`src/design/pfp_regs.vh`:
```
`ifndef PFP_REGS_VH
`define PFP_REGS_VH

// register byte addresses
`define PFP_ADR_CTRL       8'h00
`define PFP_ADR_STAT       8'h04
`define PFP_ADR_IRQ_STAT   8'h08
`define PFP_ADR_IRQ_EN     8'h0c
`define PFP_ADR_IRQ_CLR    8'h10

// control fields and reset value
`define PFP_CTRL_ORDER_MAN 0
`define PFP_CTRL_TX_RUN    1
`define PFP_CTRL_RST       2'h2

// status fields
`define PFP_STAT_TX_EMPTY  0
`define PFP_STAT_TX_FULL   1
`define PFP_STAT_RX_EMPTY  2
`define PFP_STAT_RX_FULL   3
`define PFP_STAT_ORD_FLAG  4
`define PFP_STAT_ORD_CNT   8

// interrupt bits, same layout in status, enable and clear
`define PFP_IRQ_RX_DROP    0
`define PFP_IRQ_TX_DROP    1
`define PFP_IRQ_TX_UNDER   2
`define PFP_IRQ_ORDER      3
`define PFP_IRQ_W          4
`define PFP_IRQ_EN_RST     4'h0

// timing counts in clk_i cycles
`define PFP_TX_DIV         8'h04
`define PFP_RX_OVS         8'h08

`endif

```
`src/design/pfp_fifo.v`:
```
`timescale 1ns/10ps
module pfp_fifo #(
  parameter W  = 16,
  parameter AW = 3
) (
  input  wire         clk_i,
  input  wire         rst_i,
  input  wire         wr_valid_i,
  output wire         wr_ready_o,
  input  wire [W-1:0] wr_data_i,
  output wire         rd_valid_o,
  input  wire         rd_ready_i,
  output wire [W-1:0] rd_data_o
);
  localparam [AW:0] DEPTH = {1'b1, {AW{1'b0}}};

  reg [W-1:0]  mem [0:(1<<AW)-1];
  reg [AW-1:0] wptr;
  reg [AW-1:0] rptr;
  reg [AW:0]   count;
  wire         do_wr;
  wire         do_rd;

  assign wr_ready_o = (count != DEPTH);
  assign rd_valid_o = (count != {(AW+1){1'b0}});
  assign rd_data_o  = mem[rptr];
  assign do_wr      = wr_valid_i & wr_ready_o;
  assign do_rd      = rd_ready_i & rd_valid_o;

  always @(posedge clk_i) begin
    if (do_wr) begin
      mem[wptr] <= wr_data_i;
    end
  end

  always @(posedge clk_i) begin
    if (rst_i) begin
      wptr  <= {AW{1'b0}};
      rptr  <= {AW{1'b0}};
      count <= {(AW+1){1'b0}};
    end else begin
      if (do_wr) begin
        wptr <= wptr + 1'b1;
      end
      if (do_rd) begin
        rptr <= rptr + 1'b1;
      end
      if (do_wr & ~do_rd) begin
        count <= count + 1'b1;
      end else if (do_rd & ~do_wr) begin
        count <= count - 1'b1;
      end
    end
  end
endmodule // pfp_fifo

```
`src/design/pfp_port.v`:
```
// Summary of operation
// RL1: a transmit parallel clock output is provided for fabric timing.
// RL2: the receive parallel clock is recovered from incoming serial data transitions.
// RL3: fabric supplies a transmit core clock timing transmit FIFO writes.
// RL4: fabric supplies a receive core clock timing receive FIFO reads.
// RL5: receive FIFO full flag is driven, updated on receive core clock.
// RL6: receive FIFO empty flag is driven, updated on receive core clock.
// RL7: transmit FIFO full flag is driven, updated on transmit core clock.
// RL8: transmit FIFO empty flag is driven, updated on transmit core clock.
// RL9: in manual mode, asserting ordering enable starts one byte ordering operation.
// RL10: fabric must deassert then reassert ordering enable for another operation.
// RL11: fabric holds ordering enable at least one recovered clock period.
// RL12: ordering flag is high in the recovered cycle the operation happens.
// RL13: fabric synchronises the ordering flag before using it.
// RL14: byte reversal exists only for 16 or 20 bit width; reverses words.
// RL15: reversal swaps upper and lower halves, control bits included.
`timescale 1ns/10ps
`include "pfp_regs.vh"
module pfp_port #(
  parameter       PMA_W   = 16,
  parameter       FIFO_AW = 3,
  parameter [7:0] TX_DIV  = `PFP_TX_DIV,
  parameter [7:0] RX_OVS  = `PFP_RX_OVS
) (
  input  wire             clk_i,
  input  wire             rst_i,
  input  wire             wb_cyc_i,
  input  wire             wb_stb_i,
  input  wire             wb_we_i,
  input  wire [7:0]       wb_adr_i,
  input  wire [3:0]       wb_sel_i,
  input  wire [31:0]      wb_dat_i,
  output reg  [31:0]      wb_dat_o,
  output reg              wb_ack_o,
  output reg              irq_o,
  input  wire             tx_core_clk_i,
  input  wire             tx_wr_en_i,
  input  wire [PMA_W-1:0] tx_data_i,
  output reg              tx_clk_o,
  output reg  [PMA_W-1:0] tx_pma_data_o,
  output reg              tx_pma_valid_o,
  output reg              tx_fifo_full_o,
  output reg              tx_fifo_empty_o,
  input  wire             rx_serial_i,
  input  wire             rx_core_clk_i,
  input  wire             rx_rd_en_i,
  output reg              rx_clk_o,
  output reg  [PMA_W-1:0] rx_data_o,
  output reg              rx_valid_o,
  output reg              rx_fifo_full_o,
  output reg              rx_fifo_empty_o,
  input  wire             order_ena_i,
  output reg              order_flag_o,
  input  wire             byte_rev_ena_i
);
  localparam       HALF   = PMA_W / 2;
  localparam       REV_OK = (PMA_W == 16) || (PMA_W == 20);
  localparam       SW     = 7 + PMA_W;
  localparam [7:0] BCNT_LAST = PMA_W[7:0] - 8'h01;
  localparam [7:0] BCNT_HALF = HALF[7:0];
  localparam [7:0] OVS_MID   = RX_OVS >> 1;

  // upper half goes low, lower half goes high, control bits travel with their byte
  function [PMA_W-1:0] swap_halves;
    input [PMA_W-1:0] w;
    begin
      swap_halves = {w[HALF-1:0], w[PMA_W-1:HALF]};
    end
  endfunction

  // a bit changes only once the second and third stage agree
  function [SW-1:0] settle;
    input [SW-1:0] s2;
    input [SW-1:0] s3;
    input [SW-1:0] old;
    begin
      settle = (s2 & ~(s2 ^ s3)) | (old & (s2 ^ s3));
    end
  endfunction

  wire [SW-1:0] pins = {tx_data_i, byte_rev_ena_i, order_ena_i, rx_rd_en_i,
                        tx_wr_en_i, rx_serial_i, rx_core_clk_i, tx_core_clk_i};
  reg  [SW-1:0] sync1;
  reg  [SW-1:0] sync2;
  reg  [SW-1:0] sync3;
  reg  [SW-1:0] clean;
  reg  [SW-1:0] clean_d;

  always @(posedge clk_i) begin
    if (rst_i) begin
      sync1   <= {SW{1'b0}};
      sync2   <= {SW{1'b0}};
      sync3   <= {SW{1'b0}};
      clean   <= {SW{1'b0}};
      clean_d <= {SW{1'b0}};
    end else begin
      sync1   <= pins;
      sync2   <= sync1;
      sync3   <= sync2;
      clean   <= settle(sync2, sync3, clean);
      clean_d <= clean;
    end
  end

  wire txck_rise  = clean[0] & ~clean_d[0];
  wire txck_fall  = ~clean[0] & clean_d[0];
  wire rxck_rise  = clean[1] & ~clean_d[1];
  wire rxck_fall  = ~clean[1] & clean_d[1];
  wire ser_edge   = clean[2] ^ clean_d[2];
  wire ord_rise   = clean[5] & ~clean_d[5];
  wire rev_on     = REV_OK && clean[6];

  // registers
  reg [1:0]           ctrl;
  reg [`PFP_IRQ_W-1:0] irq_stat;
  reg [`PFP_IRQ_W-1:0] irq_en;
  reg [7:0]           ord_cnt;
  wire                bus_req = wb_cyc_i & wb_stb_i & ~wb_ack_o;
  wire                bus_wr  = bus_req & wb_we_i & wb_sel_i[0];

  // tx side: fabric data and write enable are taken mid-period, on the falling
  // core clock edge, because they change together with its rising edge
  reg [PMA_W-1:0] tx_hold;
  reg             tx_wr_hold;
  wire            txf_wready;
  wire            txf_rvalid;
  wire [PMA_W-1:0] txf_rdata;
  wire            tx_push = txck_rise & tx_wr_hold;
  reg  [7:0]      tx_div_cnt;
  wire            tx_div_end = (tx_div_cnt == TX_DIV - 8'h01);
  wire            tx_pop = tx_div_end & ~tx_clk_o & ctrl[`PFP_CTRL_TX_RUN];

  always @(posedge clk_i) begin
    if (rst_i) begin
      tx_hold    <= {PMA_W{1'b0}};
      tx_wr_hold <= 1'b0;
    end else if (txck_fall) begin
      tx_hold    <= clean[SW-1:7];
      tx_wr_hold <= clean[3];
    end
  end

  pfp_fifo #(
    .W  (PMA_W),
    .AW (FIFO_AW)
  ) u_tx_fifo (
    .clk_i      (clk_i),
    .rst_i      (rst_i),
    .wr_valid_i (tx_push),    // [RL3]
    .wr_ready_o (txf_wready),
    .wr_data_i  (tx_hold),
    .rd_valid_o (txf_rvalid),
    .rd_ready_i (tx_pop),
    .rd_data_o  (txf_rdata)
  );

  always @(posedge clk_i) begin
    if (rst_i) begin
      tx_fifo_full_o  <= 1'b0;
      tx_fifo_empty_o <= 1'b1;
    end else if (txck_rise) begin
      tx_fifo_full_o  <= ~txf_wready; // [RL7]
      tx_fifo_empty_o <= ~txf_rvalid; // [RL8]
    end
  end

  // tx parallel clock by divider; a word leaves on each rising half
  always @(posedge clk_i) begin
    if (rst_i) begin
      tx_div_cnt     <= 8'h00;
      tx_clk_o       <= 1'b0;
      tx_pma_data_o  <= {PMA_W{1'b0}};
      tx_pma_valid_o <= 1'b0;
    end else begin
      tx_div_cnt <= tx_div_end ? 8'h00 : tx_div_cnt + 8'h01;
      if (tx_div_end) begin
        tx_clk_o <= ~tx_clk_o; // [RL1]
      end
      if (tx_pop) begin
        tx_pma_data_o  <= txf_rdata;
        tx_pma_valid_o <= txf_rvalid;
      end
    end
  end

  // rx clock and data recovery: phase counter realigned on every data edge,
  // bit sampled mid-cell; long runs without edges drift with clk_i accuracy
  reg  [7:0]       ph;
  reg  [7:0]       bcnt;
  reg  [PMA_W-1:0] rx_sr;
  reg              ord_pend;
  wire             bit_tick  = (ph == OVS_MID);
  wire             word_tick = bit_tick & (bcnt == BCNT_LAST);
  wire             ord_do    = word_tick & ord_pend;
  wire [PMA_W-1:0] rx_word   = {clean[2], rx_sr[PMA_W-1:1]};
  wire             rxf_wready;
  wire             rxf_rvalid;
  wire [PMA_W-1:0] rxf_rdata;
  reg              rx_rd_hold;
  wire             rx_pop = rxck_rise & rx_rd_hold & rxf_rvalid;

  always @(posedge clk_i) begin
    if (rst_i) begin
      ph           <= 8'h00;
      bcnt         <= 8'h00;
      rx_sr        <= {PMA_W{1'b0}};
      rx_clk_o     <= 1'b0;
      ord_pend     <= 1'b0;
      order_flag_o <= 1'b0;
      ord_cnt      <= 8'h00;
    end else begin
      if (ser_edge) begin
        ph <= 8'h00; // [RL2]
      end else if (ph == RX_OVS - 8'h01) begin
        ph <= 8'h00;
      end else begin
        ph <= ph + 8'h01;
      end
      if (ord_rise & ctrl[`PFP_CTRL_ORDER_MAN]) begin
        ord_pend <= 1'b1; // [RL9] [RL10]
      end else if (ord_do) begin
        ord_pend <= 1'b0;
      end
      if (bit_tick) begin
        rx_sr    <= rx_word;
        rx_clk_o <= (bcnt < BCNT_HALF); // [RL2]
        if (word_tick) begin
          // ordering slips the word boundary by one byte
          bcnt         <= ord_do ? BCNT_HALF : 8'h00; // [RL9]
          order_flag_o <= ord_do;                     // [RL12]
          if (ord_do) begin
            ord_cnt <= ord_cnt + 8'h01;
          end
        end else begin
          bcnt <= bcnt + 8'h01;
        end
      end
    end
  end

  pfp_fifo #(
    .W  (PMA_W),
    .AW (FIFO_AW)
  ) u_rx_fifo (
    .clk_i      (clk_i),
    .rst_i      (rst_i),
    .wr_valid_i (word_tick),
    .wr_ready_o (rxf_wready),
    .wr_data_i  (rev_on ? swap_halves(rx_word) : rx_word), // [RL14] [RL15]
    .rd_valid_o (rxf_rvalid),
    .rd_ready_i (rx_pop),                                   // [RL4]
    .rd_data_o  (rxf_rdata)
  );

  always @(posedge clk_i) begin
    if (rst_i) begin
      rx_rd_hold      <= 1'b0;
      rx_data_o       <= {PMA_W{1'b0}};
      rx_valid_o      <= 1'b0;
      rx_fifo_full_o  <= 1'b0;
      rx_fifo_empty_o <= 1'b1;
    end else begin
      if (rxck_fall) begin
        rx_rd_hold <= clean[4];
      end
      if (rxck_rise) begin
        rx_valid_o      <= rx_pop;
        rx_fifo_full_o  <= ~rxf_wready; // [RL5]
        rx_fifo_empty_o <= ~rxf_rvalid; // [RL6]
        if (rx_pop) begin
          rx_data_o <= rxf_rdata;
        end
      end
    end
  end

  // interrupt events; a new event wins over a clear in the same cycle
  wire [`PFP_IRQ_W-1:0] irq_ev;
  assign irq_ev[`PFP_IRQ_RX_DROP]  = word_tick & ~rxf_wready;
  assign irq_ev[`PFP_IRQ_TX_DROP]  = tx_push & ~txf_wready;
  assign irq_ev[`PFP_IRQ_TX_UNDER] = tx_pop & ~txf_rvalid;
  assign irq_ev[`PFP_IRQ_ORDER]    = ord_do;

  wire                  clr_hit = bus_wr & (wb_adr_i == `PFP_ADR_IRQ_CLR);
  wire [`PFP_IRQ_W-1:0] irq_clr = clr_hit ? wb_dat_i[`PFP_IRQ_W-1:0]
                                          : {`PFP_IRQ_W{1'b0}};
  wire [`PFP_IRQ_W-1:0] next_irq_stat = (irq_stat & ~irq_clr) | irq_ev;

  reg [31:0] rd_mux;
  always @* begin
    rd_mux = 32'h00000000;
    case (wb_adr_i)
      `PFP_ADR_CTRL: begin
        rd_mux[1:0] = ctrl;
      end
      `PFP_ADR_STAT: begin
        rd_mux[`PFP_STAT_TX_EMPTY] = tx_fifo_empty_o;
        rd_mux[`PFP_STAT_TX_FULL]  = tx_fifo_full_o;
        rd_mux[`PFP_STAT_RX_EMPTY] = rx_fifo_empty_o;
        rd_mux[`PFP_STAT_RX_FULL]  = rx_fifo_full_o;
        rd_mux[`PFP_STAT_ORD_FLAG] = order_flag_o;
        rd_mux[`PFP_STAT_ORD_CNT+:8] = ord_cnt;
      end
      `PFP_ADR_IRQ_STAT: begin
        rd_mux[`PFP_IRQ_W-1:0] = irq_stat;
      end
      `PFP_ADR_IRQ_EN: begin
        rd_mux[`PFP_IRQ_W-1:0] = irq_en;
      end
      default: begin
        rd_mux = 32'h00000000;
      end
    endcase
  end

  always @(posedge clk_i) begin
    if (rst_i) begin
      ctrl     <= `PFP_CTRL_RST;
      irq_en   <= `PFP_IRQ_EN_RST;
      irq_stat <= {`PFP_IRQ_W{1'b0}};
      irq_o    <= 1'b0;
      wb_ack_o <= 1'b0;
      wb_dat_o <= 32'h00000000;
    end else begin
      wb_ack_o <= bus_req;
      wb_dat_o <= bus_req ? rd_mux : 32'h00000000;
      irq_stat <= next_irq_stat;
      irq_o    <= |(next_irq_stat & irq_en);
      if (bus_wr & (wb_adr_i == `PFP_ADR_CTRL)) begin
        ctrl <= wb_dat_i[1:0];
      end
      if (bus_wr & (wb_adr_i == `PFP_ADR_IRQ_EN)) begin
        irq_en <= wb_dat_i[`PFP_IRQ_W-1:0];
      end
    end
  end
endmodule // pfp_port

```
`config.mk`:
```
export PLATFORM = sky130hd
export DESIGN_NAME = pfp_port
export DESIGN_NICKNAME = d
export VERILOG_FILES = /design/src/design/pfp_fifo.v /design/src/design/pfp_port.v
export VERILOG_INCLUDE_DIRS = /design/src /design/src/design
export SDC_FILE = /design/constraint.sdc
export NUM_CORES = 1
export LEC_CHECK = 0
export BUFFER_PORTS_ARGS = -buffer_cell sky130_fd_sc_hd__buf_4
export CAP_MARGIN = 20
export CORE_MARGIN = 2
export CORE_UTILIZATION = 33
export DETAILED_ROUTE_END_ITERATION = 10
export GPL_TIMING_DRIVEN = 0
export SLEW_MARGIN = 40
export SYNTH_ARGS = -nofsm -noshare
export SYNTH_HDL_FRONTEND = slang
export SYNTH_SLANG_ARGS = --single-unit
```
`constraint.sdc`:
```
create_clock -name clk_i -period 4.9 [get_ports clk_i]
set_input_delay 0.735 -clock clk_i [delete_from_list [all_inputs] [get_ports clk_i]]
set_output_delay 0.735 -clock clk_i [all_outputs]
set_load 0.005 [all_outputs]
```
==> flow_summary_export.csv <==
group,metric,value,unit
cells_and_area,design_area,0.0225,mm2
run,drv_cap,0,
outcome,status,"finished clean",
clock_tree,ctsHoldBuffers,0,
die,rows,87,
die,boundaryPins,147,
yosys,synthAdderAreaFrac,1.21,%
sta,hold_slack,327,ps
drt,vias_per_cell,4.64,
worst_setup_path,r2r_slack,1490,ps
sta,finalCritPeriodShare,69.6,%
die,dieArea,0.0587,mm2
worst_setup_path,crit_required,5420,ps
placed_design,placed_cells,2245,
global_route,globalRouteOverflowTotal,0,
sta,maxClockFrequency,0.293,GHz
yosys,syn_area,0.0187,mm2
worst_setup_path,path_cells,"or4_4, nor4b_4, nand2_4, inv_2, ha_1, inv_1, ha_1, a21o_1, a21oi_1, xnor2_1, or3_1, a21oi_1",
die,chipWidth,242,um
yosys,syn_area_per_cell,13.9,um2
yosys,yosys_warnings,0,
sta,min_period,3410,ps
worst_setup_path,cpPeakStageDelay,670,ps
placed_design,gp_congestion,0.769,
global_route,antenna_found_initial,0,
drt,drt_iter0_drc,648,
worst_setup_path,critPathArrivalTime,3940,ps
yosys,ys_ff_latch,504,
clock_tree,cts_tree,"done",
yosys,synth_top_family_by_area,"multiplexers",
sta,hold_viol,0,
die,start_util,33.3,%
worst_setup_path,cp_num_buf_inv,2,
yosys,yosys.cell_types.count,53,
yosys,muxShareOfSynthArea,11.4,%
cells_and_area,regArea,0.0127,mm2
drt,firstDrtPassIters,5,
worst_setup_path,cpLargestDelayFamily,"simple AND/OR/NAND/NOR gates",
sta,worst_pin_slew,786,ps
cells_and_area,nets,1631,
drt,via_count,10859,
global_route,grt_pass1_wl,62000,um
drt,drt-total-wl,39500,um
cells_and_area,drive_gt1_share,21.7,%
sta,slew_headroom,47.6,%
yosys,synth_edf_count,256,
cells_and_area,fin_cells,2341,
power_and_ir_drop,ir_worst_vdd,276,uV
placed_design,preCtsSetupSlack,1490,ps
placed_design,place_hpwl,27300,um
global_route,grt_use_total,13.5,%
sta,setup_slack,1490,ps
clock_tree,clk_pin_slew_worst_paths,60,ps
drt,ant_nets,0,
power_and_ir_drop,leakagePower,7.73,nW
clock_tree,clk_path_buf_depth,3,
clock_tree,h-tree-depth,2,
worst_setup_path,critPathKind,"register to register",
cells_and_area,antenna_cells,0,
cells_and_area,fillCellCount,5267,
sta,drv_slew,0,
power_and_ir_drop,p_per_area,376,mW/mm2
clock_tree,cts_made_buffers,51,
drt,wl_per_cell,16.9,um
placed_design,placed_area,0.0209,mm2
die,dieHeight,242,um
drt,drc,0,
yosys,seq_area_frac_synth,67.5,%
sta,setup_viol,0,
yosys,synth-xor-area-share,1.87,%
clock_tree,clk_latency,610,ps
hold_path,hold_class,"input port to register",
yosys,ys.flop_type,"edfxtp_1",
worst_setup_path,critPathMaxFanout,10,
sta,grt_setup_unrepaired,"no",
cells_and_area,multi_input_area,0.00581,mm2
global_route,grt_start_max_net_pins,17,
die,core_area,0.0563,mm2
clock_tree,clock_sinks,504,
worst_setup_path,cp-end-kind,"register",
sta,fin_skew,29.4,ps
global_route,grt_pass1_vias,10973,
yosys,synth_compound_area_share,4.60,%
yosys,synthArstFlopShare,0,%
clock_tree,root_buffer,"clkbuf_16",
yosys,synth-simple-area-share,11.0,%
yosys,synthCells,1347,
cells_and_area,synthToLayoutAreaGrowth,20.2,%
worst_setup_path,critPathLaunchType,"register",
clock_tree,cts_resized,0,
clock_tree,postCtsSetupBuffers,0,
worst_setup_path,slowest_stage,"nor4b_4",
placed_design,io_buffers,94,
-- flip-flops by register name, indices dropped and copies added, names as in the netlist, 13 cells and up, named ones only --
register / count
u_rx_fifo.mem: 128
u_tx_fifo.mem: 128
sync1: 23
sync2: 23
sync3: 23
rx_data_o: 16
tx_hold: 16
tx_pma_data_o: 16
rx_sr: 15
wb_dat_o: 13
-- worst register-to-register path, stage by stage, from the launching register on --
cell,delay (ps)
dfxtp_1,340
or4_4,560
nor4b_4,670
nand2_4,170
inv_2,150
ha_1,190
inv_1,80
ha_1,280
a21o_1,180
a21oi_1,180
xnor2_1,90
or3_1,310
a21oi_1,130
-- through the flow --
stage / setup TNS (ps) / total power, mW / util (%)
final: 0 / 8.47 / 40.0
after global routing: 0 / 8.76 / 40.0
after CTS: 0 / 8.57 / 40.0
after detailed placement: 0 / 4.73 / 37.1
after global placement: -6370 / 4.73 / 36.4
after floorplan: 0 / 4.64 / -
-- cell families (layout without fill, tap and decap cells) --
logic type | count (synthesis) | after routing
fa+ha+maj | 17 | 17
buf+inv | 99 | 319
other cells | 1 | 19
flops | 504 | 504
mux | 129 | 129
xor+xnor | 40 | 40
compound gates | 146 | 146
simple gates | 411 | 411
-- cell type report --
type,count,share of cell area (%)
sequential,504,56.2
multi-input combinational,762,25.8
clock buffer,73,6.31
timing repair buffer,124,4.35
tap,756,4.20
buffer,88,1.88
clock inverter,23,1.13
inverter,11,0.183
-- where the power goes --
group	internal [mW]	switching, mW	total, mW
Combinational	0.0834	0.101	0.184
Clock	2.20	1.63	3.83
Sequential	4.43	0.0234	4.45
-- final timing paths --
check	startpoint	end	cells after the start
setup / recovery	bcnt[4]	u_rx_fifo.count[3]	12
hold / removal	tx_data_i[10]	sync1[17]	2
setup reg to reg	bcnt[4]	u_rx_fifo.count[3]	12
hold reg to reg	sync1[19]	sync2[19]	1
-- Yosys cell counts (all sizes together) (18+ instances only) --
cell type  number  area, um2
nor3           21        105
mux2           18        203
nor2b          82        513
edfxtp        256       7690
nand3          19        108
mux4           66       1490
o21ai          25        125
xor2           24        210
nand2         116        445
mux2i          45        450
buf            34        215
dfxtp         248       4960
nor2          106        400
a211oi         34        255
clkbuf         54        203
a21oi          74        370
-- layer usage --
| layer | part of all wire [%] | vias to the layer above | GRT usage (%) |
|---|---|---|---|
| met2 | 50 | 212 | 23.7 |
| li1 | - | 5249 | - |
| met5 | 0 | - | 0 |
| met3 | 4.1 | 50 | 2.24 |
| met1 | 44 | 5348 | 17.1 |
| met4 | 1.7 | 0 | 3.85 |
-- placed cells by master (no fill, tap or decap), types with 10 or more instances in the layout --
cell / count
and2_1: 10
nand2b_1: 13
mux2_2: 18
inv_1: 10
a21oi_1: 74
nor3_1: 15
a211oi_1: 34
nand2_1: 114
dfxtp_1: 248
buf_4: 127
and3_1: 10
nor2b_1: 82
ha_1: 15
nand3_1: 18
xor2_1: 24
mux4_2: 66
nor2_1: 96
clkbuf_16: 51
o21ai_0: 25
buf_2: 15
mux2i_1: 45
edfxtp_1: 256
xnor2_1: 16
conb_1: 19
clkbuf_1: 64
Note: power is estimated with default switching activity, not from simulation.
